$ cat config.mk
export PLATFORM = sky130hd
export DESIGN_NAME = valve_io_fault_and_input_mapping
export DESIGN_NICKNAME = d
export VERILOG_FILES = /design/src/valve_io_pkg.sv /design/src/valve_io_fault_and_input_mapping.sv
export SDC_FILE = /design/constraint.sdc
export NUM_CORES = 2
export LEC_CHECK = 0
export ABC_AREA = 0
export BUFFER_PORTS_ARGS = -buffer_cell sky130_fd_sc_hd__buf_2
export CAP_MARGIN = 20
export CORE_MARGIN = 4
export CORE_UTILIZATION = 65
export CTS_CLUSTER_DIAMETER = 80
export CTS_CLUSTER_SIZE = 14
export DETAILED_ROUTE_END_ITERATION = 6
export PLACE_DENSITY = 0.85
export REMOVE_ABC_BUFFERS = 1
export SYNTH_ARGS = -nofsm -noshare
export SYNTH_HDL_FRONTEND = slang
export SYNTH_SLANG_ARGS = --single-unit
$ cat constraint.sdc
create_clock -name mclk_i -period 3.6 [get_ports mclk_i]
set_input_delay 0.36 -clock mclk_i [delete_from_list [all_inputs] [get_ports mclk_i]]
set_output_delay 0.36 -clock mclk_i [all_outputs]
set_load 0.02 [all_outputs]
$ cat src/valve_io_pkg.sv
// Purpose: Shared constants for the valve terminal I/O block
// Assumes: 100 MHz system clock, 32-bit AXI4-Lite register bus
// Notes:   Byte offsets, field positions and error codes live here
package valve_io_pkg;
  // ----------------------------------------------------------------
  // Sizes and clock
  // ----------------------------------------------------------------
  localparam int VALVES  = 24;
  localparam int INPUTS  = 32;
  localparam int CLK_KHZ = 100000;

  // ----------------------------------------------------------------
  // Times in their own units
  // ----------------------------------------------------------------
  localparam int FILT_MS  = 2;   // Least stable time of an input
  localparam int WDOG_MS  = 100; // Signal monitoring time
  localparam int TICK_MS  = 250; // Flash pulse and gap width
  localparam int NEGO_S   = 60;  // Address negotiation limit
  localparam int PAUSE_TK = 6;   // Pause-state ticks; codes sit 8 dark ticks apart

  // ----------------------------------------------------------------
  // Register byte offsets
  // ----------------------------------------------------------------
  localparam logic [7:0] ADDR_CTRL = 8'h00;
  localparam logic [7:0] ADDR_FACT = 8'h04;
  localparam logic [7:0] ADDR_FVAL = 8'h08;
  localparam logic [7:0] ADDR_VOUT = 8'h0C;
  localparam logic [7:0] ADDR_STAT = 8'h10;
  localparam logic [7:0] ADDR_IMG  = 8'h14;
  localparam logic [7:0] ADDR_NETW = 8'h18;
  localparam logic [7:0] ADDR_NETA = 8'h1C;

  // Control fields and input packing modes
  localparam int CTRL_FILT = 0;
  localparam int CTRL_MODE = 1;
  localparam logic [1:0] MODE_NORM  = 2'h0;
  localparam logic [1:0] MODE_SHIFT = 2'h1;
  localparam logic [1:0] MODE_HALF  = 2'h2;
  localparam logic [31:0] CTRL_RST  = 32'h00000001;

  // Status fields
  localparam int ST_BF   = 0;
  localparam int ST_BO   = 1;
  localparam int ST_ERR  = 2; // Four latched error bits from here
  localparam int ST_FALL = 6;

  // Error type and number codes
  localparam logic [2:0] TYPE_MAIN = 3'h3;
  localparam logic [2:0] TYPE_PER  = 3'h4;
  localparam logic [2:0] NUM_SUP   = 3'h1;
  localparam logic [2:0] NUM_EEP   = 3'h3;
  localparam logic [2:0] NUM_LOST  = 3'h2;

  localparam logic [31:0] DEF_ADDR = 32'hC0A80064;
  localparam logic [1:0]  RESP_OK  = 2'h0;
  localparam logic [1:0]  RESP_ERR = 2'h2;
endpackage

$ cat src/valve_io_fault_and_input_mapping.sv
// Purpose: Valve fault reaction, input filter and packing, lamps
// Assumes: Status inputs other than din_i come from same-clock logic
// Notes:   Network settings are adopted only when leaving reset
//
// How it works
// - Selector lit: flash count equals error type
// - Selector dark: flash count equals error number
// - Main output supply loss is type 3/1
// - Peripheral supply loss is type 4/1
// - Peripheral terminal lost is type 4/2
// - Bus lamp green with configuration and master
// - Errors latch until power-on reset
// - Mode register picks packing; normal ascends
// - Shifted mode alternates inputs over byte pairs
// - Halved mode packs odd inputs only
// - Filter accepts levels stable at least 2 ms
// - Two per-valve byte settings define fault state
// - Action 0 drives the fault value
// - Action 1 holds state at fault onset
// - Fault value 0 off, 1 actuated
// - Lowest valve of each group is LSB
// - Negotiation timeout falls back to default address
// - Network settings apply after next power cycle
// - Monitoring timeout declares bus fault, lamps swap
// - Selector lamp chooses type or number display
`timescale 1ns/1ps
`default_nettype none
module valve_io_fault_and_input_mapping #(
  parameter logic [17:0] FILT_CYC = 18'(valve_io_pkg::FILT_MS
                                     * valve_io_pkg::CLK_KHZ),
  parameter logic [31:0] WDOG_CYC = 32'(valve_io_pkg::WDOG_MS
                                     * valve_io_pkg::CLK_KHZ),
  parameter logic [31:0] TICK_CYC = 32'(valve_io_pkg::TICK_MS
                                     * valve_io_pkg::CLK_KHZ),
  parameter logic [39:0] NEGO_CYC = 40'(64'(valve_io_pkg::NEGO_S)
                                     * 64'd1000
                                     * 64'(valve_io_pkg::CLK_KHZ))
) (
  input  wire logic        mclk_i,
  input  wire logic        reset_i,
  input  wire logic [31:0] s_axi_awaddr_i,
  input  wire logic        s_axi_awvalid_i,
  output logic             s_axi_awready_o,
  input  wire logic [31:0] s_axi_wdata_i,
  input  wire logic [3:0]  s_axi_wstrb_i,
  input  wire logic        s_axi_wvalid_i,
  output logic             s_axi_wready_o,
  output logic [1:0]       s_axi_bresp_o,
  output logic             s_axi_bvalid_o,
  input  wire logic        s_axi_bready_i,
  input  wire logic [31:0] s_axi_araddr_i,
  input  wire logic        s_axi_arvalid_i,
  output logic             s_axi_arready_o,
  output logic [31:0]      s_axi_rdata_o,
  output logic [1:0]       s_axi_rresp_o,
  output logic             s_axi_rvalid_o,
  input  wire logic        s_axi_rready_i,
  input  wire logic [31:0] din_i,
  input  wire logic        frame_i,
  input  wire logic        config_ok_i,
  input  wire logic        master_conn_i,
  input  wire logic        main_supply_ok_i,
  input  wire logic        eeprom_fail_i,
  input  wire logic        per_supply_ok_i,
  input  wire logic        per_lost_i,
  input  wire logic        nv_nego_i,
  input  wire logic [31:0] nv_addr_i,
  input  wire logic        addr_given_i,
  input  wire logic [31:0] addr_value_i,
  output logic [23:0]      valve_o,
  output logic [31:0]      process_image_o,
  output logic [31:0]      net_addr_o,
  output logic [31:0]      net_addr_store_o,
  output logic             bus_ok_lamp_o,
  output logic             bus_fault_lamp_o,
  output logic             failure_selector_lamp_o,
  output logic             failure_count_lamp_o
);
  // ----------------------------------------------------------------
  // Functions
  // ----------------------------------------------------------------
  // Byte-enable merge, shared by every writable register
  function automatic logic [31:0] merge(input logic [31:0] old,
                                        input logic [31:0] nw,
                                        input logic [3:0]  be);
    logic [31:0] r;
    r = old;
    for (int b = 0; b < 4; b++) begin
      if (be[b]) begin
        r[8*b +: 8] = nw[8*b +: 8];
      end
    end
    return r;
  endfunction

  // Input packing into the process image
  function automatic logic [31:0] pack(input logic [31:0] x,
                                       input logic [1:0]  m);
    logic [31:0] r;
    r = x; // normal: input 1 in bit 0 upward
    if (m == valve_io_pkg::MODE_SHIFT) begin
      for (int k = 0; k < 8; k++) begin
        r[k]      = x[2*k];
        r[8 + k]  = x[2*k + 1];
        r[16 + k] = x[16 + 2*k];
        r[24 + k] = x[17 + 2*k];
      end
    end else if (m == valve_io_pkg::MODE_HALF) begin
      r = '0;
      for (int k = 0; k < 16; k++) begin
        r[k] = x[2*k];
      end
    end
    return r;
  endfunction

  // ----------------------------------------------------------------
  // Register bus
  // ----------------------------------------------------------------
  logic [31:0] ctrl_q, fact_q, fval_q, vout_q, netw_q;
  logic [31:0] awaddr_q, wdata_q, rdata_q;
  logic [3:0]  wstrb_q;
  logic        aw_got_q, w_got_q, bvalid_q, rvalid_q;
  logic [1:0]  bresp_q, rresp_q;
  logic [31:0] status_w, img_q, addr_q;

  wire         wr_go  = aw_got_q & w_got_q & ~bvalid_q;
  wire [7:0]   wa     = awaddr_q[7:0];
  wire [7:0]   ra     = s_axi_araddr_i[7:0];
  wire         wa_hi  = |awaddr_q[31:8];
  wire         ra_hi  = |s_axi_araddr_i[31:8];
  wire         rd_go  = s_axi_arvalid_i & ~rvalid_q;
  wire         wr_ctl = wr_go & ~wa_hi & (wa == valve_io_pkg::ADDR_CTRL);
  wire         wr_fa  = wr_go & ~wa_hi & (wa == valve_io_pkg::ADDR_FACT);
  wire         wr_fv  = wr_go & ~wa_hi & (wa == valve_io_pkg::ADDR_FVAL);
  wire         wr_vo  = wr_go & ~wa_hi & (wa == valve_io_pkg::ADDR_VOUT);
  wire         wr_nw  = wr_go & ~wa_hi & (wa == valve_io_pkg::ADDR_NETW);
  wire         wr_ok  = wr_ctl | wr_fa | wr_fv | wr_vo | wr_nw;

  // Read selection; unmapped offsets return zero with SLVERR, set upper address bits give SLVERR with the register data
  logic [31:0] rd_w;
  logic        rd_ok;
  always_comb begin
    rd_ok = ~ra_hi;
    case (ra)
      valve_io_pkg::ADDR_CTRL: rd_w = ctrl_q;
      valve_io_pkg::ADDR_FACT: rd_w = fact_q;
      valve_io_pkg::ADDR_FVAL: rd_w = fval_q;
      valve_io_pkg::ADDR_VOUT: rd_w = vout_q;
      valve_io_pkg::ADDR_STAT: rd_w = status_w;
      valve_io_pkg::ADDR_IMG:  rd_w = img_q;
      valve_io_pkg::ADDR_NETW: rd_w = netw_q;
      valve_io_pkg::ADDR_NETA: rd_w = addr_q;
      default: begin
        rd_w  = '0;
        rd_ok = 1'b0;
      end
    endcase
  end

  assign s_axi_awready_o = ~aw_got_q;
  assign s_axi_wready_o  = ~w_got_q;
  assign s_axi_arready_o = ~rvalid_q;
  assign s_axi_bvalid_o  = bvalid_q;
  assign s_axi_bresp_o   = bresp_q;
  assign s_axi_rvalid_o  = rvalid_q;
  assign s_axi_rresp_o   = rresp_q;
  assign s_axi_rdata_o   = rdata_q;

  // Address and data are latched separately, so either may come first
  always_ff @(posedge mclk_i) begin
    if (reset_i) begin
      aw_got_q <= 1'b0;
      w_got_q  <= 1'b0;
      awaddr_q <= '0;
      wdata_q  <= '0;
      wstrb_q  <= '0;
    end else begin
      if (s_axi_awvalid_i & ~aw_got_q) begin
        aw_got_q <= 1'b1;
        awaddr_q <= s_axi_awaddr_i;
      end else if (wr_go) begin
        aw_got_q <= 1'b0;
      end
      if (s_axi_wvalid_i & ~w_got_q) begin
        w_got_q <= 1'b1;
        wdata_q <= s_axi_wdata_i;
        wstrb_q <= s_axi_wstrb_i;
      end else if (wr_go) begin
        w_got_q <= 1'b0;
      end
    end
  end

  // Write response and read answer
  always_ff @(posedge mclk_i) begin
    if (reset_i) begin
      bvalid_q <= 1'b0;
      bresp_q  <= valve_io_pkg::RESP_OK;
      rvalid_q <= 1'b0;
      rresp_q  <= valve_io_pkg::RESP_OK;
      rdata_q  <= '0;
    end else begin
      if (wr_go) begin
        bvalid_q <= 1'b1;
        bresp_q  <= wr_ok ? valve_io_pkg::RESP_OK
                          : valve_io_pkg::RESP_ERR;
      end else if (s_axi_bready_i) begin
        bvalid_q <= 1'b0;
      end
      if (rd_go) begin
        rvalid_q <= 1'b1;
        rdata_q  <= rd_w;
        rresp_q  <= rd_ok ? valve_io_pkg::RESP_OK
                          : valve_io_pkg::RESP_ERR;
      end else if (s_axi_rready_i) begin
        rvalid_q <= 1'b0;
      end
    end
  end

  // Software registers; fault settings keep 8 valves per byte
  always_ff @(posedge mclk_i) begin
    if (reset_i) begin
      ctrl_q <= valve_io_pkg::CTRL_RST;
      fact_q <= '0;
      fval_q <= '0;
      vout_q <= '0;
      netw_q <= '0;
    end else begin
      if (wr_ctl) ctrl_q <= merge(ctrl_q, wdata_q, wstrb_q) & 32'h7;
      if (wr_fa)  fact_q <= merge(fact_q, wdata_q, wstrb_q) & 32'hFFFFFF;
      if (wr_fv)  fval_q <= merge(fval_q, wdata_q, wstrb_q) & 32'hFFFFFF;
      if (wr_vo)  vout_q <= merge(vout_q, wdata_q, wstrb_q) & 32'hFFFFFF;
      if (wr_nw)  netw_q <= merge(netw_q, wdata_q, wstrb_q);
    end
  end

  // ----------------------------------------------------------------
  // Input synchroniser and filter
  // ----------------------------------------------------------------
  logic [31:0] s1_q, s2_q, s3_q, lvl_q, acc_q;
  logic [17:0] fcnt_q [32];
  wire         filt_en = ctrl_q[valve_io_pkg::CTRL_FILT];
  wire  [1:0]  mode    = ctrl_q[valve_io_pkg::CTRL_MODE +: 2];

  // A level counts only once the second and third stages agree
  always_ff @(posedge mclk_i) begin
    if (reset_i) begin
      s1_q  <= '0;
      s2_q  <= '0;
      s3_q  <= '0;
      lvl_q <= '0;
    end else begin
      s1_q  <= din_i;
      s2_q  <= s1_q;
      s3_q  <= s2_q;
      lvl_q <= (s2_q & s3_q) | (lvl_q & (s2_q | s3_q));
    end
  end

  // One counter per input; any agreement restarts it, so glitches die
  always_ff @(posedge mclk_i) begin
    if (reset_i) begin
      acc_q <= '0;
      for (int i = 0; i < 32; i++) fcnt_q[i] <= '0;
    end else begin
      for (int i = 0; i < 32; i++) begin
        if (!filt_en) begin
          acc_q[i]  <= lvl_q[i];
          fcnt_q[i] <= '0;
        end else if (lvl_q[i] == acc_q[i]) begin
          fcnt_q[i] <= '0;
        end else if (fcnt_q[i] == FILT_CYC - 18'd1) begin
          acc_q[i]  <= lvl_q[i];
          fcnt_q[i] <= '0;
        end else begin
          fcnt_q[i] <= fcnt_q[i] + 18'd1;
        end
      end
    end
  end

  // Process image refreshed every cycle from the accepted levels
  always_ff @(posedge mclk_i) begin
    if (reset_i) img_q <= '0;
    else         img_q <= pack(acc_q, mode);
  end
  assign process_image_o = img_q;

  // ----------------------------------------------------------------
  // Bus watchdog and valve fault reaction
  // ----------------------------------------------------------------
  logic [31:0] wdog_q;
  logic        fault_q;
  logic [23:0] hold_q, valve_q;

  // Fault while no frame arrives for the monitoring time
  always_ff @(posedge mclk_i) begin
    if (reset_i) begin
      wdog_q  <= '0;
      fault_q <= 1'b0;
    end else if (frame_i) begin
      wdog_q  <= '0;
      fault_q <= 1'b0;
    end else if (wdog_q == WDOG_CYC - 32'd1) begin
      fault_q <= 1'b1;
    end else begin
      wdog_q  <= wdog_q + 32'd1;
    end
  end

  // Hold copy freezes at onset; per bit pick preset or held state
  wire [23:0] pick = (fact_q[23:0] & hold_q)
                   | (~fact_q[23:0] & fval_q[23:0]);
  always_ff @(posedge mclk_i) begin
    if (reset_i) begin
      hold_q  <= '0;
      valve_q <= '0;
    end else begin
      if (!fault_q) hold_q <= valve_q;
      valve_q <= fault_q ? pick : vout_q[23:0];
    end
  end
  assign valve_o = valve_q;

  // Fault preset reaches the valve one cycle later
  preset_out_a: assert property (@(posedge mclk_i) disable iff (reset_i)
    fault_q && !fact_q[0] |=> valve_q[0] == $past(fval_q[0]))
    else $error("valve did not take its fault value");
  hold_out_a: assert property (@(posedge mclk_i) disable iff (reset_i)
    fault_q && $past(fault_q) && fact_q[5] && $past(fact_q[5])
    |=> $stable(valve_q[5]))
    else $error("held valve changed during fault");

  // ----------------------------------------------------------------
  // Bus lamps
  // ----------------------------------------------------------------
  logic bo_q;
  always_ff @(posedge mclk_i) begin
    if (reset_i) bo_q <= 1'b0;
    else         bo_q <= config_ok_i & master_conn_i & ~fault_q;
  end
  assign bus_ok_lamp_o    = bo_q;
  assign bus_fault_lamp_o = ~bo_q;

  bus_lamp_a: assert property (@(posedge mclk_i) disable iff (reset_i)
    $rose(fault_q) |=> !bus_ok_lamp_o && bus_fault_lamp_o)
    else $error("bus lamps did not show the fault");

  // ----------------------------------------------------------------
  // Latched errors and code selection
  // ----------------------------------------------------------------
  logic [3:0] err_q;
  logic [2:0] e_type, e_num;
  wire        err_any = |err_q;

  // Only reset clears these; a cured cause leaves the flag set
  always_ff @(posedge mclk_i) begin
    if (reset_i) err_q <= '0;
    else err_q <= err_q | {per_lost_i, ~per_supply_ok_i,
                           eeprom_fail_i, ~main_supply_ok_i};
  end

  // Lowest bit wins when several errors are latched
  always_comb begin
    e_type = '0;
    e_num  = '0;
    if (err_q[0]) begin
      e_type = valve_io_pkg::TYPE_MAIN;
      e_num  = valve_io_pkg::NUM_SUP;
    end else if (err_q[1]) begin
      e_type = valve_io_pkg::TYPE_MAIN;
      e_num  = valve_io_pkg::NUM_EEP;
    end else if (err_q[2]) begin
      e_type = valve_io_pkg::TYPE_PER;
      e_num  = valve_io_pkg::NUM_SUP;
    end else if (err_q[3]) begin
      e_type = valve_io_pkg::TYPE_PER;
      e_num  = valve_io_pkg::NUM_LOST;
    end
  end

  err_keep_a: assert property (@(posedge mclk_i) disable iff (reset_i)
    err_q[1] |=> err_q[1])
    else $error("latched error cleared without reset");
  sup_code_a: assert property (@(posedge mclk_i) disable iff (reset_i)
    err_q[0] |-> e_type == 3'h3 && e_num == 3'h1)
    else $error("main supply code wrong");
  lost_code_a: assert property (@(posedge mclk_i) disable iff (reset_i)
    err_q == 4'h8 |-> e_type == 3'h4 && e_num == 3'h2)
    else $error("peripheral loss code wrong");

  // ----------------------------------------------------------------
  // Flash sequencer
  // ----------------------------------------------------------------
  typedef enum logic [1:0] {F_IDLE, F_ON, F_OFF, F_PAUSE} flash_e;
  flash_e     fst_q;
  logic [31:0] div_q;
  logic [2:0]  pul_q, pau_q;
  logic        sel_q;
  wire         tick = (div_q == TICK_CYC - 32'd1);
  wire  [2:0]  code = sel_q ? e_type : e_num;

  always_ff @(posedge mclk_i) begin
    if (reset_i || tick) div_q <= '0;
    else                 div_q <= div_q + 32'd1;
  end

  // Type burst with selector lit, then number burst with it dark
  always_ff @(posedge mclk_i) begin
    if (reset_i) begin
      fst_q <= F_IDLE;
      pul_q <= '0;
      pau_q <= '0;
      sel_q <= 1'b1;
    end else if (tick) begin
      case (fst_q)
        F_IDLE: begin
          if (err_any) begin
            pul_q <= code;
            fst_q <= F_ON;
          end
        end
        F_ON: begin
          pul_q <= pul_q - 3'd1;
          fst_q <= F_OFF;
        end
        F_OFF: begin
          pau_q <= '0;
          fst_q <= (pul_q == '0) ? F_PAUSE : F_ON;
        end
        F_PAUSE: begin
          pau_q <= pau_q + 3'd1;
          if (pau_q == 3'(valve_io_pkg::PAUSE_TK - 1)) begin
            sel_q <= ~sel_q;
            fst_q <= F_IDLE;
          end
        end
        default: fst_q <= F_IDLE;
      endcase
    end
  end
  assign failure_count_lamp_o    = (fst_q == F_ON);
  assign failure_selector_lamp_o = sel_q & err_any;

  burst_load_a: assert property (@(posedge mclk_i) disable iff (reset_i)
    fst_q == F_IDLE && tick && err_any |=> pul_q == $past(code))
    else $error("burst length not taken from shown code");

  // ----------------------------------------------------------------
  // Network address
  // ----------------------------------------------------------------
  logic [39:0] nego_q;
  logic        nego_q_on, rst_seen_q, fall_q;

  // Stored settings are caught only on the first edge after reset
  always_ff @(posedge mclk_i) begin
    if (reset_i) begin
      rst_seen_q <= 1'b0;
      nego_q_on  <= 1'b0;
      nego_q     <= '0;
      addr_q     <= '0;
      fall_q     <= 1'b0;
    end else if (!rst_seen_q) begin
      rst_seen_q <= 1'b1;
      nego_q_on  <= nv_nego_i;
      addr_q     <= nv_addr_i;
    end else if (nego_q_on) begin
      if (addr_given_i) begin
        addr_q    <= addr_value_i;
        nego_q_on <= 1'b0;
      end else if (nego_q == NEGO_CYC - 40'd1) begin
        addr_q    <= valve_io_pkg::DEF_ADDR;
        fall_q    <= 1'b1;
        nego_q_on <= 1'b0;
      end else begin
        nego_q    <= nego_q + 40'd1;
      end
    end
  end
  assign net_addr_o       = addr_q;
  assign net_addr_store_o = netw_q;

  fallback_a: assert property (@(posedge mclk_i) disable iff (reset_i)
    nego_q_on && !addr_given_i && nego_q == NEGO_CYC - 40'd1
    |=> addr_q == 32'hC0A80064 && fall_q)
    else $error("no default address after timeout");

  // Status word
  assign status_w = {25'h0, fall_q, err_q, bo_q, fault_q};

endmodule
`default_nettype wire

# Word level (Yosys, flattened, before mapping)
# Memory sizes are Yosys's and may differ from the RTL's.
# Index checks and enable logic that the tools add are counted.
[op_classes] addsub=37 n_eq_ne=152 n_mux=716 bitwise=168 n_reduce_logical=69
[op_table] cell="$mux W18" n=128
[op_table] cell="$add A18 B1 Y18 const B" n=32
[op_table] cell="$eq A18 B18 Y1 const B" n=32
[op_table] cell="$mux W1" n=562
[op_table] cell="$pmux W32 S8" n=1
[op_table] cell="$mux W32" n=6
[op_table] cell="$or A1 B1 Y1" n=132
[op_table] cell="$reduce_and A2 Y1" n=48
[op_table] cell="$ne A2 B2 Y1 const B" n=35
[op_table] cell="$add A32 B1 Y32 const B" n=2
[op_table] cell="$and A32 B32 Y32" n=2
[op_table] cell="$ne A2 B1 Y1 const B" n=32
[op_table] cell="$or A32 B32 Y32" n=2
[op_table] cell="$and A24 B24 Y24" n=2
[op_table] cell="$reduce_or A24 Y1" n=2
[op_table] cell="$add A40 B1 Y40 const B" n=1
[op_table] cell="$eq A40 B33 Y1 const B" n=1
[op_table] cell="$eq A8 B5 Y1 const B" n=5
[op_table] cell="$eq A1 B1 Y1" n=32
[op_table] cell="$eq A32 B24 Y1 const B" n=1
[op_table] cell="$eq A32 B25 Y1 const B" n=1
[op_table] cell="$eq A8 B4 Y1 const B" n=4
[op_table] cell="$mux W24" n=1
[op_table] cell="$not A24 Y24" n=1
[op_table] cell="other kinds (25)" n=77
[totals] ff_bits=609 ram_bits=576 output_inout_bits=165 word_cells=1220 memories=1
[memory_table] name="fcnt_q" depth=32 width=18 rd=32 rd_clocked_by_memory_dff=0 wr=32 line="valve_io_fault_and_input_mapping.sv:243" source="logic [17:0] fcnt_q [32];"

# Depth between registers and ports, before layout
[logic_depth] depth_word=9 depth_mapped=8 ltp_nobuf=7

# Worst setup path before layout
# OpenSTA, ideal clock, no wires.
[synth_path] path_type="register to register" from="mem fcnt_q[5][6], in the netlist fcnt_q[0][96]" to="mem fcnt_q[5][10], in the netlist fcnt_q[0][100], data pin" arrival_ns=1.975 t_required_ns=3.334 slack_ns=1.359 stages_incl_launch_ff=7 cell_sequence="edfxtp_1 -> nand4bb_1 -> or4_1 -> or3_1 -> nand3_1 -> clkbuf_1 -> nor2_1"
[synth_lines] element="start: declaration" line="valve_io_fault_and_input_mapping.sv:243"

# Worst setup path after layout
[layout_path] from="reg w_got_q" to="reg fact_q[17]"
[layout_via] elab_chain_cells=5
[layout_rtl] element="start: declaration" line="valve_io_fault_and_input_mapping.sv:123" source="logic aw_got_q, w_got_q, bvalid_q, rvalid_q;"
[layout_rtl] element="start signal: assignment" line="valve_io_fault_and_input_mapping.sv:174" source="w_got_q <= 1'b0;"
[layout_rtl] element="start signal: assignment" line="valve_io_fault_and_input_mapping.sv:186" source="w_got_q <= 1'b1;"
[layout_rtl] element="start signal: assignment" line="valve_io_fault_and_input_mapping.sv:190" source="w_got_q <= 1'b0;"
[layout_rtl] element="$and A1 B1 Y1 (2 in a row)" line="valve_io_fault_and_input_mapping.sv:127" source="wire wr_go = aw_got_q & w_got_q & ~bvalid_q;"
[layout_rtl] element="$and A1 B1 Y1 (2 in a row)" line="valve_io_fault_and_input_mapping.sv:134" source="wire wr_fa = wr_go & ~wa_hi & (wa == valve_io_pkg::ADDR_FACT);"
[layout_rtl] element="$reduce_and A2 Y1 (no source line)"
[layout_rtl] element="end signal: assignment" line="valve_io_fault_and_input_mapping.sv:232" source="if (wr_fa) fact_q <= merge(fact_q, wdata_q, wstrb_q) & 32'hFFFFFF;"
[layout_rtl] element="end: declaration" line="valve_io_fault_and_input_mapping.sv:120" source="logic [31:0] ctrl_q, fact_q, fval_q, vout_q, netw_q;"
# No other way between the ends.
# A chain may end at the register's enable or synchronous reset.

==> flow_summary.ini <==
[status]
status = complete, no violations

[logic_synthesis]
synth_edf_count = 576
synth_xor_xnor_area_share_pct = 9.35
postSynth.asyncResetShare_pct = 0
yosysTopAreaCell = edfxtp_1
synth_area_um2 = 55100
synth_fa_ha_area_share_pct = 0.886
synthFlopType = dfxtp_1
ys_ff_latch = 1183
synthCells = 5557
synth_top_area_share_pct = 31.4
ys_types = 68
synth_top_family_by_area = simple AND/OR/NAND/NOR gates
synthMuxAreaShare_pct = 4.98
synth_seq_area_share_pct = 53.5
syn_area_per_cell_um2 = 9.91
synth_compound_area_share_pct = 5.64
yosys_warnings = 0
synthSimpleGateAreaFrac_pct = 23.3
netlist_top_cells_area = edfxtp_1, dfxtp_1, nor2_1, xnor2_1, xor2_1

[die]
io_pins = 377
die_h_um = 299
die_w_um = 299
dieArea_um2 = 89500
coreArea_um2 = 83800
rows = 106
initial_core_util_pct = 65.7

[global_route]
grtUsageTotal_pct = 30.3
grt_antenna_before_repair = 7
grt_pass1_vias = 42158
grt_pass1_wl_mm = 219
grt_overflow = 0
grt_start_max_net_pins = 165

[hold_path]
min_path_type = input pin to register
min_from = din_i[13]
hold_end = s1_q[13]$_SDFF_PP0_
min_path_cells = 2

[clock_tree]
root_buffer = clkbuf_16
clk-insertion-delay-late_ns = 0.66
cts_resized = 0
cts_tree = done
cts_buffers = 94
cts_hold_buf = 106
cts_buffer_depth = 3
clkTransAtPathRegs_ns = 0.07
h-tree-depth = 3
clock-sinks = 1183
post-cts-setup-buffers = 0

[setup_path]
ff2ff_setup_slack_ns = 0.93
r2r-end = fact_q[17]$_SDFFE_PP0P_
path_max_fanout = 9
required_ns = 4.11
end_kind = register
r2r-start = w_got_q$_SDFFE_PP0P_
crit_type = register to register
start_kind = register
cp_data_arrival_time_ns = 3.18
startpoint = w_got_q$_SDFFE_PP0P_
worstRegToRegCells = 5

[layout]
regArea_um2 = 29500
fill_cells = 5747
multiInputGateArea_um2 = 26600
design_area_um2 = 64000
fin_nets = 6791
drive_gt1_share_pct = 9.18
area_growth_pct = 16.2

[timing]
setup_viol = 0
finalHoldViolCount = 0
min_period_ns = 2.67
maxSlewViolCount = 0
fin_crit_sh_pct = 74.3
slew_headroom_pct = 31.1
rsz0062_at_grt = no
clock_skew_ns = 0.0295
max_freq_ghz = 0.374
tightest_slew_ns = 1.03

[power]
p_leak_nw = 23.8
total_power_mw = 26.1
power.density_nw_per_um2 = 407
p_sw_mw = 5.95
pwr-share-comb_pct = 5.3
p_clk_share_pct = 37.7
p_sw_share_pct = 22.8
vdd_drop_max_v = 0.000359
seqPwrFrac_pct = 57.0
p_int_mw = 20.1

[route]
vias = 43877
post-route-drc-count = 0
via_per_inst = 5.66
drtIter0Drc = 4080
drt-pass1-iter-count = 6
drt_wl_total_mm = 140
wire_per_inst_um = 18.0
ant_nets = 0

[flow_run]
cap_violations = 0

[placement]
dp_hpwl_mm = 97.8
numPortBuffers = 374
gp_routability_congestion = 0.923
place_area_um2 = 60100
==> state kept, by name, summed over array words and instances (netlist names), 4 cells and up <==
register,flops
s_axi_rdata_o,32
fval_q,24
process_image_o,32
acc_q,32
err_q,4
fact_q,24
div_q,32
valve_o,24
nego_q,40
vout_q,24
wstrb_q,4
wdog_q,32
s1_q,32
awaddr_q,32
lvl_q,32
s3_q,32
net_addr_store_o,32
hold_q,24
wdata_q,32
s2_q,32
fcnt_q,576
net_addr_o,32
==> cells by family (layout without fill, tap and decap cells) <==
logic type | Yosys count | in the layout
simple gates | 2659 | 2659
compound gates | 504 | 504
flops | 1183 | 1183
fa+ha+maj | 39 | 39
xor+xnor | 588 | 588
buf+inv | 337 | 815
other cells | 2 | 584
mux | 245 | 245
==> power groups by stage <==
stage	Clock (mW)	Sequential (mW)	Combinational, mW
2_1_floorplan	0	15.0	0.681
4_1_cts	9.95	14.8	1.33
3_3_place_gp	0	15.1	1.20
6_report	9.81	14.9	1.39
5_1_grt	10.5	14.9	1.52
3_5_place_dp	0	15.1	1.22
==> cell type report <==
type | count | area share (%)
antenna | 6 | 0.0235
clock buffer | 164 | 4.25
clock inverter | 3 | 0.0586
inverter | 125 | 0.733
multi-input combinational | 4613 | 41.5
sequential | 1183 | 46.0
tap | 1134 | 2.22
timing repair buffer | 523 | 5.21
==> stage by stage <==
step | setup WS, ns | hold slack (ns) | instances | setup TNS, ns | utilization [%]
floorplan | -0.0602 | 0.414 | 5921 | -0.506 | -
global placement | 0.922 | 0.415 | 7470 | 0 | 71.7
detailed placement | 0.866 | 0.424 | 7470 | 0 | 71.7
CTS | 1.00 | 0.00368 | 7743 | 0 | 76.3
global route | 0.855 | 0.0192 | 7750 | 0 | 76.4
finish | 0.925 | 0.0347 | 7751 | 0 | 76.4
==> metal layers <==
metal	vias to the layer above	GRT usage [%]	wire length (µm)
met5	-	0.0541	0
met4	0	12.7	5950
met3	302	7.83	14200
met2	1726	48.9	64300
met1	20904	39.1	55300
li1	20945	-	-
==> placed cells by master, fill, tap and decap left out, drive strengths merged, types with 204 or more instances in the layout <==
cell	count
xor2	254
edfxtp	576
nand2	467
mux2i	210
conb	578
xnor2	334
dfxtp	607
buf	417
nor2	1078
nand3	275
a21oi	204
==> Yosys cell counts, drive strengths merged, types with 5 or more instances <==
cell type  count
a22oi         36
o211ai         9
o311ai         7
buf           38
ha            39
xnor2        334
o41ai          7
nor2b        136
o2bb2ai        8
nand4        132
nand2b         8
o21a           7
nor3b          5
nand3        275
or4           38
a221oi        18
inv          123
nand4bb       15
and4          63
a211oi        49
mux4          22
nor2        1078
nor4bb         7
clkbuf       174
or2           13
and3          86
nor3         100
nand4b         7
nor4          91
mux2          13
and2          57
nand2        467
nor4b         24
mux2i        210
a21oi        204
o31ai         15
a31oi         45
edfxtp       576
o21ai         78
or3           44
o221a          8
dfxtp        607
o22ai          5
xor2         254
==> worst max-delay path, cell delays in order (launching register included) <==
cell and delay, ns:
dfxtp_1 0.43, and3b_1 0.34, and3_1 0.41, nand4_1 0.85, mux2i_1 0.43, nor2_1 0.07
==> worst max-delay path by stage <==
stage	endpoint	slack (ns)	cells past startpoint
floorplan	s_axi_rresp_o[1]$_SDFFE_PP0P_	-0.06	4
global placement	s_axi_rdata_o[10]$_SDFFE_PP0P_	0.92	7
detailed placement	s_axi_rdata_o[11]$_SDFFE_PP0P_	0.87	7
CTS	fact_q[17]$_SDFFE_PP0P_	1.00	5
global route	net_addr_o[21]$_SDFFE_PP0P_	0.86	6
finish	fact_q[17]$_SDFFE_PP0P_	0.93	5
No activity file was read; power rests on OpenSTA's default activity.
